===== config.mk =====
export PLATFORM = sky130hd
export DESIGN_NAME = pmr_ctrl
export DESIGN_NICKNAME = d
export VERILOG_FILES = /design/src/include/pmr_pkg.sv /design/src/include/pmr_sync_if.sv /design/src/verilog/pmr_ctrl.sv /design/src/verilog/pmr_sync_edge.sv
export SDC_FILE = /design/constraint.sdc
export NUM_CORES = 1
export LEC_CHECK = 0
export BUFFER_PORTS_ARGS = -buffer_cell sky130_fd_sc_hd__clkbuf_2
export CAP_MARGIN = 20
export CORE_ASPECT_RATIO = 1.5
export CORE_UTILIZATION = 27
export CTS_CLUSTER_SIZE = 40
export DETAILED_ROUTE_END_ITERATION = 10
export GPL_TIMING_DRIVEN = 1
export PLACE_DENSITY = 0.47
export SYNTH_ARGS = -nofsm -noshare
export SYNTH_HDL_FRONTEND = slang
export SYNTH_HIERARCHICAL = 1
export SYNTH_SLANG_ARGS = --single-unit

===== constraint.sdc =====
create_clock -name i_core_clk -period 4.5 [get_ports i_core_clk]
set_input_delay 0.225 -clock i_core_clk [delete_from_list [all_inputs] [get_ports i_core_clk]]
set_output_delay 0.225 -clock i_core_clk [all_outputs]
set_load 0.02 [all_outputs]

===== src/include/pmr_pkg.sv =====
// ***************************************************************
// Constants for the power mode, wake and reset controller
// ***************************************************************
package pmr_pkg;

   // Number of user I/O pins
   localparam int NPIN          = 4;
   // Core clock
   localparam int CLK_PERIOD_NS = 5;
   // Start-up timeout after the supervisor clears, in microseconds
   localparam int TIMEOUT_US    = 1000;
   localparam int TIMEOUT_CYC   = (TIMEOUT_US * 1000 + CLK_PERIOD_NS - 1) / CLK_PERIOD_NS;

   // User I/O pin functions
   typedef enum logic [2:0] {
      FN_INPUT,
      FN_OUTPUT,
      FN_SLEEP,
      FN_SLEEP_N,
      FN_WAKE,
      FN_WAKE_N
   } pmr_fn_t;
   localparam int FN_W = 3;

   // Power supervisor configuration fields
   localparam int PSC_RESET_OUTPUT_ENABLE   = 0;
   localparam int PSC_CPE    = 1;
   localparam int PSC_SUPE   = 2;
   localparam int PSC_OSC32E = 3;
   localparam int PSC_WAKEE  = 4;
   localparam int PSC_W      = 5;
   localparam logic [PSC_W-1:0] PSC_RST = 5'h1d;

   // Analog block enables and converter mode
   localparam int AN_ADC     = 0;
   localparam int AN_PUMP    = 1;
   localparam int AN_REF     = 2;
   localparam int AN_OPAMP   = 3;
   localparam int AN_DAC     = 4;
   localparam int AN_SW      = 5;
   localparam int AN_BIPOLAR = 6;
   localparam int AN_NBLK    = 6;
   localparam int AN_W       = 7;
   localparam logic [AN_W-1:0] AN_RST = 7'h00;

   // Status flags and interrupt mask
   localparam int ST_HFRDY = 0;
   localparam int ST_LOWDV = 1;
   localparam int ST_WAKE  = 2;
   localparam int ST_W     = 3;
   localparam logic [ST_W-1:0] MASK_RST = 3'h1;

   // Converter code formats
   localparam int ADC_W  = 16;
   localparam int ADC_IW = 17;
   localparam logic [ADC_W-1:0] UNI_ZERO = 16'h0000;

endpackage


===== src/include/pmr_sync_if.sv =====
`timescale 1ns/100ps
`default_nettype none
// ***************************************************************
// Synchronised levels and edges of asynchronous inputs
// ***************************************************************
interface pmr_sync_if #(parameter int W = 1);
   logic [W-1:0] lvl;
   logic [W-1:0] rise;
   logic [W-1:0] fall;
   modport src (output lvl, output rise, output fall);
   modport dst (input lvl, input rise, input fall);
endinterface
`default_nettype wire


===== src/verilog/pmr_ctrl.sv =====
`timescale 1ns/100ps
`default_nettype none
// ***************************************************************
// Power mode, sleep / wake and reset output controller
// ***************************************************************
module pmr_ctrl #(
   parameter int P_TIMEOUT_CYC = pmr_pkg::TIMEOUT_CYC
) (
   // Clock and reset
   input  wire logic                                 i_core_clk,
   input  wire logic                                 i_rstn,
   // Asynchronous pins and monitors
   input  wire logic [pmr_pkg::NPIN-1:0]             i_user_io_pin,
   input  wire logic                                 i_dvdd_low,
   input  wire logic                                 i_slow_clock_ready,
   input  wire logic                                 i_xtal_attach,
   // Same-clock events
   input  wire logic                                 i_watchdog_expired,
   input  wire logic                                 i_day_alarm,
   input  wire logic                                 i_hf_clock_ready,
   // Host commands
   input  wire logic                                 i_sleep_cmd_wr,
   input  wire logic                                 i_normal_cmd_wr,
   input  wire logic                                 i_sleep_cfg_wr,
   input  wire logic                                 i_sleep_request_bit,
   input  wire logic                                 i_psc_wr,
   input  wire logic [pmr_pkg::PSC_W-1:0]            i_psc_wdata,
   input  wire logic                                 i_analog_wr,
   input  wire logic [pmr_pkg::AN_W-1:0]             i_analog_wdata,
   input  wire logic                                 i_pin_cfg_wr,
   input  wire logic [pmr_pkg::NPIN-1:0][pmr_pkg::FN_W-1:0] i_pin_fn_wdata,
   input  wire logic [pmr_pkg::NPIN-1:0]             i_pin_out_wdata,
   input  wire logic [pmr_pkg::NPIN-1:0]             i_pin_rail_wdata,
   input  wire logic                                 i_mask_wr,
   input  wire logic [pmr_pkg::ST_W-1:0]             i_mask_wdata,
   input  wire logic                                 i_status_rd,
   // Converter data
   input  wire logic                                 i_adc_vld,
   input  wire logic signed [pmr_pkg::ADC_IW-1:0]    i_adc_value,
   // Mode and reset
   output logic                                      o_sleep,
   output logic                                      o_shutdown_flag,
   output logic                                      o_reset_n,
   output logic                                      o_irq,
   output logic [pmr_pkg::ST_W-1:0]                  o_status,
   output logic [pmr_pkg::PSC_W-1:0]                 o_power_supervisor_config,
   // Power enables and clock outputs
   output logic [pmr_pkg::AN_NBLK-1:0]               o_analog_on,
   output logic                                      o_supervisor_on,
   output logic                                      o_slow_osc_on,
   output logic                                      o_wake_logic_on,
   output logic                                      o_clk_out_en,
   output logic                                      o_slow_clock_out_en,
   // User I/O pins
   output logic [pmr_pkg::NPIN-1:0]                  o_pin_o,
   output logic [pmr_pkg::NPIN-1:0]                  o_pin_oe,
   output logic [pmr_pkg::NPIN-1:0]                  o_pin_pullup,
   output logic [pmr_pkg::NPIN-1:0]                  o_pin_avdd_rail,
   // Converter code
   output logic                                      o_adc_vld,
   output logic [pmr_pkg::ADC_W-1:0]                 o_adc_code
);
   import pmr_pkg::*;

   localparam int CW = $clog2(P_TIMEOUT_CYC + 1);
   localparam logic [CW-1:0] TMO_LAST = CW'(P_TIMEOUT_CYC - 1);
   localparam logic [CW-1:0] TMO_ONE  = CW'(1);
   localparam int SW = NPIN + 3;
   localparam logic [SW-1:0] SYNC_RST = {3'h0, {NPIN{1'b1}}};

   typedef enum logic {MODE_NORMAL, MODE_SLEEP} pmr_mode_t;
   typedef enum logic [1:0] {CK_WAIT, CK_COUNT, CK_RUN} pmr_ck_t;

   // ***************************************************************
   // Decoding helpers
   // ***************************************************************
   function automatic logic fn_sleep(input logic [FN_W-1:0] fn, input logic lvl);
      fn_sleep = (fn == FN_SLEEP && lvl) || (fn == FN_SLEEP_N && !lvl);
   endfunction

   function automatic logic fn_wake(input logic [FN_W-1:0] fn, input logic r, input logic f);
      fn_wake = (fn == FN_WAKE && r) || (fn == FN_WAKE_N && f);
   endfunction

   // ***************************************************************
   // Input synchronisation
   // ***************************************************************
   pmr_sync_if #(.W(SW)) sync_bus ();

   pmr_sync_edge #(
      .W       (SW),
      .RST_VAL (SYNC_RST)
   ) u_sync (
      .i_core_clk (i_core_clk),
      .i_rstn     (i_rstn),
      .i_async    ({i_xtal_attach, i_slow_clock_ready, i_dvdd_low, i_user_io_pin}),
      .o_sync     (sync_bus)
   );

   logic low_s;
   logic slow_s;
   logic xtal_s;
   assign low_s  = sync_bus.lvl[NPIN];
   assign slow_s = sync_bus.lvl[NPIN+1];
   assign xtal_s = sync_bus.lvl[NPIN+2];

   // ***************************************************************
   // Configuration state
   // ***************************************************************
   logic [PSC_W-1:0]           psc_ff;
   logic [AN_W-1:0]            an_ff;
   logic [NPIN-1:0][FN_W-1:0]  fn_ff;
   logic [NPIN-1:0]            pout_ff;
   logic [NPIN-1:0]            rail_ff;
   logic [ST_W-1:0]            mask_ff;

   // All pins inputs, supervisor and reset output on, analog off
   always_ff @(posedge i_core_clk or negedge i_rstn) begin
      if (!i_rstn) begin
         psc_ff  <= PSC_RST;
         an_ff   <= AN_RST;
         fn_ff   <= {NPIN{FN_INPUT}};
         pout_ff <= '0;
         rail_ff <= '0;
         mask_ff <= MASK_RST;
      end else begin
         if (i_psc_wr) psc_ff <= i_psc_wdata;
         if (i_analog_wr) an_ff <= i_analog_wdata;
         if (i_mask_wr) mask_ff <= i_mask_wdata;
         if (i_pin_cfg_wr) begin
            fn_ff   <= i_pin_fn_wdata;
            pout_ff <= i_pin_out_wdata;
            rail_ff <= i_pin_rail_wdata;
         end
      end
   end

   // ***************************************************************
   // Per-pin decode
   // ***************************************************************
   logic [NPIN-1:0] pin_sleep;
   logic [NPIN-1:0] pin_wake;
   logic [NPIN-1:0] pin_drv;

   generate
      for (genvar i = 0; i < NPIN; i++) begin : g_pin
         // Either polarity of the sleep and wake functions is honoured
         assign pin_sleep[i] = fn_sleep(fn_ff[i], sync_bus.lvl[i]);
         assign pin_wake[i]  = fn_wake(fn_ff[i], sync_bus.rise[i], sync_bus.fall[i]);
         assign pin_drv[i]   = (fn_ff[i] == FN_OUTPUT);
      end
   endgenerate

   // ***************************************************************
   // Sleep and wake control
   // ***************************************************************
   pmr_mode_t mode_ff;
   pmr_mode_t nxt_mode;
   logic      shutdown_flag_ff;
   logic      nxt_shutdown_flag;
   logic      pin_sleep_w;
   logic      set_req;
   logic      clr_req;
   logic      wake_evt;

   assign pin_sleep_w = |pin_sleep;
   // Wake sources only count while the wake logic is enabled
   assign wake_evt = psc_ff[PSC_WAKEE] & ((|pin_wake) | i_day_alarm);
   assign set_req  = i_sleep_cmd_wr | (i_sleep_cfg_wr & i_sleep_request_bit);
   // Pin sleep blocks software clears and wakes; flag left as it is
   assign clr_req  = ~pin_sleep_w & (i_normal_cmd_wr | (wake_evt & o_sleep));
   // A set in the same cycle as a clear wins, so a sleep request is never lost
   assign nxt_shutdown_flag = set_req | (shutdown_flag_ff & ~clr_req);
   // Sleep is the OR of the pin function and the flag
   assign nxt_mode = (nxt_shutdown_flag | pin_sleep_w) ? MODE_SLEEP : MODE_NORMAL;

   always_ff @(posedge i_core_clk or negedge i_rstn) begin
      if (!i_rstn) begin
         shutdown_flag_ff <= 1'b0;
         mode_ff <= MODE_NORMAL;
      end else begin
         shutdown_flag_ff <= nxt_shutdown_flag;
         mode_ff <= nxt_mode;
      end
   end

   assign o_sleep         = (mode_ff == MODE_SLEEP);
   assign o_shutdown_flag = shutdown_flag_ff;

   // ***************************************************************
   // Status flags and interrupt request
   // ***************************************************************
   logic [ST_W-1:0] status_ff;
   logic [ST_W-1:0] st_set;
   logic [ST_W-1:0] nxt_status;
   logic [ST_W-1:0] mask_eff;
   logic            irq_ff;

   // Wake in either mode is recorded; a persisting low supply re-sets at once
   assign st_set[ST_HFRDY] = i_hf_clock_ready;
   assign st_set[ST_LOWDV] = low_s & psc_ff[PSC_SUPE];
   assign st_set[ST_WAKE]  = wake_evt;
   assign nxt_status = (status_ff & ~{ST_W{i_status_rd}}) | st_set;
   // Low supply interrupts only when the reset output is not used for it
   assign mask_eff = mask_ff & ~(psc_ff[PSC_RESET_OUTPUT_ENABLE] ? {{(ST_W-1){1'b0}}, 1'b1} << ST_LOWDV : '0);

   always_ff @(posedge i_core_clk or negedge i_rstn) begin
      if (!i_rstn) begin
         status_ff <= '0;
         irq_ff    <= 1'b0;
      end else begin
         status_ff <= nxt_status;
         irq_ff    <= |(status_ff & mask_eff);
      end
   end

   assign o_status = status_ff;
   assign o_irq    = irq_ff;
   assign o_power_supervisor_config = psc_ff;

   // ***************************************************************
   // Reset output
   // ***************************************************************
   logic por_ff;
   logic rst_n_ff;
   logic nxt_rst_n;

   // Enable bit set lets the supply detector pull reset; polarity taken this way
   assign nxt_rst_n = ~(por_ff | (low_s & psc_ff[PSC_RESET_OUTPUT_ENABLE] & psc_ff[PSC_SUPE]) |
                        i_watchdog_expired | xtal_s | ~slow_s);

   always_ff @(posedge i_core_clk or negedge i_rstn) begin
      if (!i_rstn) begin
         por_ff   <= 1'b1;
         rst_n_ff <= 1'b0;
      end else begin
         por_ff   <= 1'b0;
         rst_n_ff <= nxt_rst_n;
      end
   end

   assign o_reset_n = rst_n_ff;

   // ***************************************************************
   // Clock output start-up
   // ***************************************************************
   pmr_ck_t       ck_ff;
   pmr_ck_t       nxt_ck;
   logic [CW-1:0] tmo_ff;
   logic [CW-1:0] nxt_tmo;
   logic          sup_clear;
   logic          clk_en_ff;
   logic          slow_en_ff;

   // A disabled supervisor counts as cleared
   assign sup_clear = ~(low_s & psc_ff[PSC_SUPE]);

   // Count restarts whenever the supervisor trips again during start-up
   always_comb begin
      nxt_ck  = ck_ff;
      nxt_tmo = tmo_ff;
      case (ck_ff)
         CK_WAIT: begin
            nxt_tmo = '0;
            if (sup_clear) nxt_ck = CK_COUNT;
         end
         CK_COUNT: begin
            nxt_tmo = tmo_ff + TMO_ONE;
            if (!sup_clear) nxt_ck = CK_WAIT;
            else if (tmo_ff == TMO_LAST) nxt_ck = CK_RUN;
         end
         CK_RUN: nxt_ck = CK_RUN;
         default: nxt_ck = CK_WAIT;
      endcase
   end

   always_ff @(posedge i_core_clk or negedge i_rstn) begin
      if (!i_rstn) begin
         ck_ff      <= CK_WAIT;
         tmo_ff     <= '0;
         clk_en_ff  <= 1'b0;
         slow_en_ff <= 1'b0;
      end else begin
         ck_ff      <= nxt_ck;
         tmo_ff     <= nxt_tmo;
         clk_en_ff  <= (ck_ff == CK_RUN) & (nxt_mode == MODE_NORMAL);
         slow_en_ff <= (ck_ff == CK_RUN) & psc_ff[PSC_OSC32E];
      end
   end

   assign o_clk_out_en        = clk_en_ff;
   assign o_slow_clock_out_en = slow_en_ff;

   // ***************************************************************
   // Block power enables
   // ***************************************************************
   // Each analog block has its own enable, all forced off in sleep;
   // the bandgap is outside this control and always stays on
   assign o_analog_on     = an_ff[AN_NBLK-1:0] & {AN_NBLK{~o_sleep}};
   assign o_supervisor_on = psc_ff[PSC_SUPE];
   assign o_slow_osc_on   = psc_ff[PSC_OSC32E];
   assign o_wake_logic_on = psc_ff[PSC_WAKEE] | ~o_sleep;

   // ***************************************************************
   // User I/O pin drivers
   // ***************************************************************
   // Inputs keep their pull-up; pump rail follows the analog supply
   // only while the pump doubler is off
   assign o_pin_o         = pout_ff;
   assign o_pin_oe        = pin_drv;
   assign o_pin_pullup    = ~pin_drv;
   assign o_pin_avdd_rail = pin_drv & rail_ff & {NPIN{~psc_ff[PSC_CPE]}};

   // ***************************************************************
   // Converter code format
   // ***************************************************************
   logic              adc_vld_ff;
   logic [ADC_W-1:0]  adc_ff;
   logic [ADC_W-1:0]  uni_code;
   logic [ADC_W-1:0]  bip_code;

   // Negative inputs clamp to zero in unipolar mode
   assign uni_code = i_adc_value[ADC_IW-1] ? UNI_ZERO : i_adc_value[ADC_W-1:0];
   // Halving keeps the full bipolar span in sixteen bits
   assign bip_code = i_adc_value[ADC_IW-1:1];

   always_ff @(posedge i_core_clk or negedge i_rstn) begin
      if (!i_rstn) begin
         adc_vld_ff <= 1'b0;
         adc_ff     <= '0;
      end else begin
         adc_vld_ff <= i_adc_vld;
         if (i_adc_vld) adc_ff <= an_ff[AN_BIPOLAR] ? bip_code : uni_code;
      end
   end

   assign o_adc_vld  = adc_vld_ff;
   assign o_adc_code = adc_ff;
endmodule
`default_nettype wire


===== src/verilog/pmr_sync_edge.sv =====
`timescale 1ns/100ps
`default_nettype none
// ***************************************************************
// Two-stage synchroniser with edge detection
// ***************************************************************
module pmr_sync_edge #(
   parameter int           W       = 1,
   parameter logic [W-1:0] RST_VAL = '0
) (
   // Clock and reset
   input  wire logic         i_core_clk,
   input  wire logic         i_rstn,
   // Asynchronous inputs
   input  wire logic [W-1:0] i_async,
   // Synchronised outputs
   pmr_sync_if.src           o_sync
);

   logic [W-1:0] meta_ff;
   logic [W-1:0] sync_ff;
   logic [W-1:0] prev_ff;

   // Reset to the idle level so no false edge follows release
   always_ff @(posedge i_core_clk or negedge i_rstn) begin
      if (!i_rstn) begin
         meta_ff <= RST_VAL;
         sync_ff <= RST_VAL;
         prev_ff <= RST_VAL;
      end else begin
         meta_ff <= i_async;
         sync_ff <= meta_ff;
         prev_ff <= sync_ff;
      end
   end

   // The first stage feeds no logic; edges compare the second stage with its delayed copy
   assign o_sync.lvl  = sync_ff;
   assign o_sync.rise = sync_ff & ~prev_ff;
   assign o_sync.fall = ~sync_ff & prev_ff;

endmodule
`default_nettype wire

==> impl_metrics.ini, run 1 <==
[worst_setup_path]
crit_type = reg2reg
cp-start-kind = flip-flop
cp_top_family = simple AND/OR/NAND/NOR gates
critPathBufInv = 0
rr_worst_depth = 6
rrSetupSlack_ns = 2.16
cp_slowest_cell = dfstp_2
critPathMaxFanout = 4
crit_path_end = o_clk_out_en
reg2reg_to = o_clk_out_en
cp-end-kind = flip-flop
crit_chain = and2b_2, mux2_4, and3_1, or4_1, a31o_1, o2111a_1
startpoint = u_sync/o_sync.lvl[2]
worstPathArrival_ns = 2.56
r2r-start = u_sync/o_sync.lvl[2]
cp.depth = 6
worstPathRequired_ns = 4.72
slowest_delay_ns = 0.56

[grt]
antenna_found_initial = 0
grt_pass1_vias = 3298
grt_max_degree = 72
grt_overflow = 0
grt_pass1_wl_mm = 16.44
track_usage_pct = 12.99

[run_status]
status = finished, final reports clean

[final_layout]
syn2layout_area_growth_pct = 28.49
drive_gt1_share_pct = 42.45
nNetsFinal = 560
layout_common_cells = 128 x clkbuf_2, 82 x dfrtp_1, 37 x nor2_1, 33 x mux2_2
fin_util_pct = 35.57
n_antenna_cell = 0
layout_commonest_cell = clkbuf_2

[sta]
drv_slew = 0
max_freq_ghz = 0.4280
rsz0062_at_grt = false
fin_ws_ns = 2.163
period_share_pct = 51.93
finClkSkew_ns = 0.006370
setup_viol = 0
relSlewSlack_pct = 39.49
tightest_slew_ns = 0.9043
setup_tns_ns = 0
finalHoldViolCount = 0
fin_crit_ns = 2.337

[power]
leakage_nw = 2.504
power_density_nw_per_um2 = 389.3
total_power_mw = 2.087
ir_drop_mv = 0.1594

[floorplan]
io_pins = 130
die_h_um = 154.3
start_util_pct = 27.69
dieArea_um2 = 15970
core_um2 = 15070
row_count = 55
die_x_um = 103.5

[yosys]
syn_nets = 425
synth_warnings = 6
avgSynthCellArea_um2 = 11.92
mappedNetlistArea_um2 = 4173
post_synth_inst_count = 350

[routing]
wl_met2_mm = 5.167
post_drt_wl_per_cell_um = 14.42
vias_per_cell = 4.478
wl_met3_um = 565
drt-total-wl_mm = 9.933
drtAntennaViolNets = 0
detail_route.iter0.violations = 124
route.detailed.drc = 0
wl_met1_mm = 3.970
first_pass_iters = 4
maxUsedRoutingLayer = met4
vias = 3085

[cts]
clk_latency_ns = 0.34
numCtsBuffers = 9
cts_tree = yes
cts-root-buf = clkbuf_16
path_clk_slew_ns = 0.07
clockBufferDepth = 2
h-tree-depth = 3
clock-sinks = 100
cts_resized = 0

[place]
dpl.hpwl_mm = 7.458
routabilityCongestion = 0.7419
place_ws_ns = 2.158
portBuffers = 129

[hold_path]
holdCritPathClass = in2async

[run]
drv_cap = 0
## worst register-to-register path: stages, from the launching register on
cell and delay [ns]:
dfstp_2 0.56, and2b_2 0.21, mux2_4 0.25, and3_1 0.17, or4_1 0.54, a31o_1 0.26
o2111a_1 0.23
## timing repair
item	4_1_cts	5_1_grt
buffers inserted	0	0
hold endpoints to repair	7	0
hold buffers	7	0
## through the flow
stage          instances  hold slack (ns)  area (um2)
4_1_cts              689          0.06508        5361
3_5_place_dp         666           0.3139        5021
5_1_grt              689          0.07398        5361
2_1_floorplan        350         -0.07059        4173
6_report             689          0.02385        5361
3_3_place_gp         666           0.3142        5021
## how the worst min path moves through the flow
stage	start	endpoint	slack [ns]
2_1_floorplan	i_rstn	an_ff[0]	-0.07
5_1_grt	i_hf_clock_ready	o_status[0]	0.07
4_1_cts	i_rstn	tmo_ff[4]	0.07
3_3_place_gp	i_user_io_pin[2]	u_sync/meta_ff[2]	0.31
3_5_place_dp	i_user_io_pin[0]	u_sync/meta_ff[0]	0.31
6_report	i_rstn	tmo_ff[4]	0.02
## flip-flops by register name (all words and copies together) (netlist names), 5 cells and up
signal,flops
tmo_ff,18
fn_ff,12
u_sync/meta_ff,7
u_sync/o_sync.lvl,7
o_adc_code,16
an_ff,7
o_power_supervisor_config,5
## final cells by class
cell class / count / area [um2]
Clock buffer: 10 / 229.0
Multi-Input combinational cell: 227 / 1554
Inverter: 10 / 37.54
Timing Repair Buffer: 137 / 725.7
Sequential cell: 100 / 2525
Clock inverter: 6 / 41.29
Tap cell: 199 / 249.0
Fill cell: 1557 / 9709
## routing by layer
metal	GRT usage [%]	vias up
li1	-	1478
met4	5.314	0
met5	0	-
met2	23.07	90
met3	3.624	18
met1	14.61	1499
## report_power, final
group,switching (mW),internal [mW]
clock network,0.333,0.374
registers,0.0702,0.988
logic,0.182,0.140
No activity file was read; power rests on OpenSTA's default activity.
==> run 2: changes to the inputs <==
Clock period 4.5 ns to 2.3 ns, I/O delays scaled along.
==> run 2 against run 1 <==
- power rose by 110%
- critical path depth unchanged
- routed wire length is 2.9% higher
- cell count rose by 4.9%
- largest power group unchanged
- sequential share of layout area down 3.4 points
- sequential power rose by 95%
==> impl_metrics.ini, run 2 (synthesized netlist as in run 1, its figures left out) <==
[run_status]
status = finished, final reports clean

[sta]
period_share_pct = 98.80
tightest_slew_ns = 0.8431
relSlewSlack_pct = 43.59
rsz0062_at_grt = true
drv_slew = 0
finalHoldViolCount = 0
finClkSkew_ns = 0.005329
fin_crit_ns = 2.272
setup_viol = 0
max_freq_ghz = 0.4401
setup_tns_ns = 0

[final_layout]
top_register = tmo_ff
layout_common_cells = 128 x clkbuf_2, 82 x dfrtp_1, 37 x nor2_1, 36 x dlygate4sd3_1, 33 x mux2_2
layout_commonest_cell = clkbuf_2
nNetsFinal = 594
fillCellCount = 1482
n_antenna_cell = 0
syn2layout_area_growth_pct = 38.56
drive_gt1_share_pct = 41.03
largest_reg_flops = 18

[power]
power_frac_clock_pct = 38.6
ir_drop_mv = 0.2993
pwr-share-seq_pct = 46.2
power_frac_comb_pct = 15.2
power.switching_mw = 1.165
switching_share_pct = 26.02
total_power_mw = 4.478
p_int_mw = 3.313
power_density_nw_per_um2 = 774.4
leakage_nw = 2.684

[floorplan]
row_count = 55
die_h_um = 154.3
dieArea_um2 = 15970
core_um2 = 15070
io_pins = 130
start_util_pct = 27.69
die_x_um = 103.5

[place]
dpl.hpwl_mm = 7.688
routabilityCongestion = 0.7690
portBuffers = 129

[cts]
clockBufferDepth = 2
numCtsBuffers = 9
cts_setup_buffers = 0
path_clk_slew_ns = 0.07
cts-root-buf = clkbuf_16
h-tree-depth = 3
clk_latency_ns = 0.34
cts_tree = yes
clock-sinks = 100

[hold_path]
holdCritPathClass = in2reg

[grt]
grt_busiest_layer = met2
grt_pass1_vias = 3244
track_usage_pct = 13.60
grt_max_degree = 50
use_met2_pct = 24.29
grt_overflow = 0
use_met1_pct = 15.44
use_met3_pct = 3.835
grt_pass1_wl_mm = 16.89
antenna_found_initial = 0

[worst_setup_path]
worstPathArrival_ns = 2.50
crit_type = reg2reg
cp-end-kind = flip-flop
cp-start-kind = flip-flop
worstPathRequired_ns = 2.53
critPathMaxFanout = 3

[routing]
drt-total-wl_mm = 10.22
route.detailed.drc = 0
detail_route.iter0.violations = 109
vias = 3198
first_pass_iters = 4
vias_per_cell = 4.423
post_drt_wl_per_cell_um = 14.13
drtAntennaViolNets = 0

[run]
drv_cap = 0
==> run 2: changes by cell type in the layout (fill, tap and decap cells not counted), sizes merged <==
cell,before,now
buf,2,7
bufinv,0,3
clkinv,3,0
dlygate4sd3,7,36
==> run 2: area by class of cell <==
type                    count  area (um2)  share of cell area (%)
flip-flops and latches    100        2525                   43.67
multi-input cells         227        1563                   27.03
repair buffers            171        1066                   18.44
well taps                 199       249.0                   4.306
clock buffers              10       229.0                   3.960
clock inverters             6       112.6                   1.948
inverters                  10       37.54                  0.6492
==> run 2: path summary, 6_finish.rpt <==
path,startpoint,end,slack (ns),cells past startpoint
max,u_sync/prev_ff[2],o_clk_out_en,0.03,6
min,i_analog_wdata[5],an_ff[5],0.009,2
max reg2reg,u_sync/prev_ff[2],o_clk_out_en,0.03,6
min reg2reg,u_sync/meta_ff[4],u_sync/o_sync.lvl[4],0.35,0
max in group asynchronous,i_rstn,u_sync/prev_ff[0],1.19,3
min in group asynchronous,i_rstn,tmo_ff[7],0.35,2
==> run 2: per-stage QoR <==
stage	hold slack (ns)	std cells	worst slack (ns)	instance area [um2]	utilization (%)
4_1_cts	0.0002543	721	0.007264	5753	38.17
6_report	0.009037	723	0.02756	5782	38.36
2_1_floorplan	-0.1806	350	0.06844	4173	-
5_1_grt	0.0006427	723	-0.01704	5782	38.36
3_3_place_gp	0.2039	671	0.04340	5071	33.65
3_5_place_dp	0.2039	671	0.009690	5071	33.65
==> run 2: timing repair <==
item / 4_1_cts / 5_1_grt
endpoints found under the hold margin: 77 / 2
hold buffers: 34 / 2
endpoints found under the setup margin: 1 / 2
pin swaps: 1 / 1
resized for setup: 0 / 2
==> run 2: worst max-delay path: stages (launching register included) <==
cell,delay [ns]
dfstp_2,0.52
and2b_2,0.20
mux2_4,0.26
and3_4,0.18
or4_4,0.51
a31o_1,0.26
o2111a_1,0.23
==> run 2: power by group through the flow <==
| stage | Clock, mW | Combinational (mW) | Sequential (mW) |
|---|---|---|---|
| 3_3_place_gp | 0 | 0.634 | 2.10 |
| 6_report | 1.73 | 0.680 | 2.07 |
| 5_1_grt | 1.83 | 0.752 | 2.10 |
| 4_1_cts | 1.78 | 0.690 | 2.07 |
| 3_5_place_dp | 0 | 0.642 | 2.11 |
| 2_1_floorplan | 0 | 0.306 | 2.14 |
==> run 2: per-layer routing <==
metal | vias up | share of wire [%]
li1 | 1547 | -
met1 | 1554 | 41
met2 | 85 | 53
met3 | 12 | 4.8
met4 | 0 | 1.6
met5 | - | 0
==> run 3: changes to the inputs <==
Settings changed: BUFFER_PORTS_ARGS -buffer_cell sky130_fd_sc_hd__clkbuf_2 to not set, CORE_UTILIZATION 27 to 35, DONT_BUFFER_PORTS set to 1, PLACE_DENSITY 0.47 to 0.49.
==> run 3 against run 2 <==
- the run now ends with negative hold slack left
- count of clock-buffer cells in the layout grew 3
- routed wire length fell by 8.1%
- worst setup slack better by 0.0030 ns
- non-clock buffer count fell by 91
- clock skew is 0.0013 ns higher
- maximum frequency grew 0.13%
- global-route usage increased by 2.0 points
- hold slack got worse by 0.54 ns
- combinational power shrank 31%
- sequential cell count is the same
- clock power down 17%
==> impl_metrics.ini, run 3 (synthesized netlist as in run 1, its figures left out) <==
[worst_setup_path]
cp-start-kind = flip-flop
crit_type = reg2reg
worstPathArrival_ns = 2.49
critPathMaxFanout = 3
r2r-start = u_sync/prev_ff[2]
rrSetupSlack_ns = 0.03
rr_worst_depth = 6
worstPathRequired_ns = 2.52
reg2reg_to = o_clk_out_en
cp-end-kind = flip-flop

[cts]
clk_latency_ns = 0.34
cts_setup_buffers = 0
cts_tree = yes
clockBufferDepth = 2
numCtsBuffers = 9
h-tree-depth = 3
hold_buffers = 74
path_clk_slew_ns = 0.07
clock-sinks = 100
cts-root-buf = clkbuf_16

[run_status]
status = finished with violations
violations = negative hold slack

[place]
dpl.hpwl_mm = 6.204
routabilityCongestion = 0.7164
place_ws_ns = -0.03431
place_area_um2 = 4349
dp_cells = 493
portBuffers = 0

[sta]
max_freq_ghz = 0.4406
setup_viol = 0
fin_crit_ns = 2.269
rsz0062_at_grt = true
fin_ws_ns = 0.03053
finClkSkew_ns = 0.006618
setup_tns_ns = 0
tightest_slew_ns = 1.063
drv_slew = 0
period_share_pct = 98.67
relSlewSlack_pct = 28.93
finalHoldViolCount = 100
whs_ns = -0.5279

[routing]
detail_route.iter0.violations = 114
drt-total-wl_mm = 9.394
drtAntennaViolNets = 0
vias_per_cell = 4.988
post_drt_wl_per_cell_um = 16.11
route.detailed.drc = 0
vias = 2908
first_pass_iters = 4

[power]
switching_share_pct = 26.25
pwr-share-seq_pct = 53.3
power_frac_comb_pct = 11.6
power_frac_clock_pct = 35.1
leakage_nw = 2.280
p_int_mw = 3.000
ir_drop_mv = 0.3838
power_density_nw_per_um2 = 755.9
power.switching_mw = 1.067

[final_layout]
syn2layout_area_growth_pct = 28.94
fin_cells = 583
drive_gt1_share_pct = 19.63
fin_util_pct = 46.66
n_antenna_cell = 0
largest_reg_flops = 18
layout_commonest_cell = dfrtp_1
finalInstanceArea_um2 = 5380
top_register = tmo_ff
nNetsFinal = 503
layout_common_cells = 82 x dfrtp_1, 74 x dlygate4sd3_1, 37 x nor2_1, 33 x mux2_2

[floorplan]
io_pins = 130
dieArea_um2 = 12370
die_h_um = 135.7
row_count = 48
start_util_pct = 36.19
core_um2 = 11530
die_x_um = 91.15

[grt]
grt_pass1_vias = 3054
track_usage_pct = 15.59
antenna_found_initial = 0
grt_overflow = 0
grt_pass1_wl_mm = 14.92
grt_max_degree = 101

[hold_path]
holdCritPathClass = in2async

[run]
drv_cap = 0
==> run 3: changes by cell type in the layout (fill, tap and decap cells not counted), sizes merged <==
| cell | delta |
|---|---|
| clkinv | +1 |
| inv | +1 |
| dlygate4sd3 | +38 |
| clkbuf | -125 |
| clkinvlp | -2 |
| bufinv | -3 |
| buf | -1 |
==> run 3: worst max-delay path by stage <==
stage               slack, ns  cells past startpoint                 start      endpoint
finish                   0.03                      6     u_sync/prev_ff[2]  o_clk_out_en
global route            -0.01                      6     u_sync/prev_ff[2]  o_clk_out_en
CTS                      0.01                      6     u_sync/prev_ff[2]  o_clk_out_en
detailed placement      -0.03                      6     u_sync/prev_ff[2]  o_clk_out_en
global placement        -0.01                      6     u_sync/prev_ff[2]  o_clk_out_en
floorplan                0.07                      6  u_sync/o_sync.lvl[2]  o_clk_out_en
==> run 3: worst max-delay path, cell delays in order, from the launching register on <==
cell,delay (ns)
dfstp_2,0.53
and2b_2,0.20
mux2_4,0.26
and3_4,0.17
or4_4,0.53
a31o_1,0.25
o2111a_1,0.23
==> run 3: layout make-up <==
type,count,area (um2)
fill,1101,6151
sequential,100,2525
multi-input combinational,227,1563
timing repair buffer,80,785.8
clock buffer,13,260.3
tap,150,187.7
inverter,10,37.54
clock inverter,3,21.27
==> run 3: metal layers <==
layer	part of all wire [%]	global-route usage, %	up-vias
li1	-	-	1374
met1	38	17.35	1432
met2	55	28.75	95
met3	5.2	3.928	7
met4	1.1	5.379	0
met5	0	0	-
==> run 3: timing repair <==
item / 4_1_cts / 5_1_grt
endpoints found under the hold margin: 162 / 100
gates resized for setup: 1 / 1
pin swaps: 0 / 1
endpoints found under the setup margin: 1 / 1
==> run 3: per-stage QoR <==
step / total power, mW / hold WS, ns
floorplan: 2.450 / -0.1806
CTS: 4.129 / -0.5460
global route: 4.259 / -0.5518
detailed placement: 2.538 / -0.1734
finish: 4.067 / -0.5279
global placement: 2.520 / -0.1735
==> run 3: power by group through the flow <==
stage | sequential, mW | combinational (mW) | clock, mW
2_1_floorplan | 2.14 | 0.306 | 0
5_1_grt | 2.19 | 0.520 | 1.54
4_1_cts | 2.17 | 0.470 | 1.48
3_3_place_gp | 2.20 | 0.324 | 0
3_5_place_dp | 2.20 | 0.336 | 0
6_report | 2.17 | 0.470 | 1.43
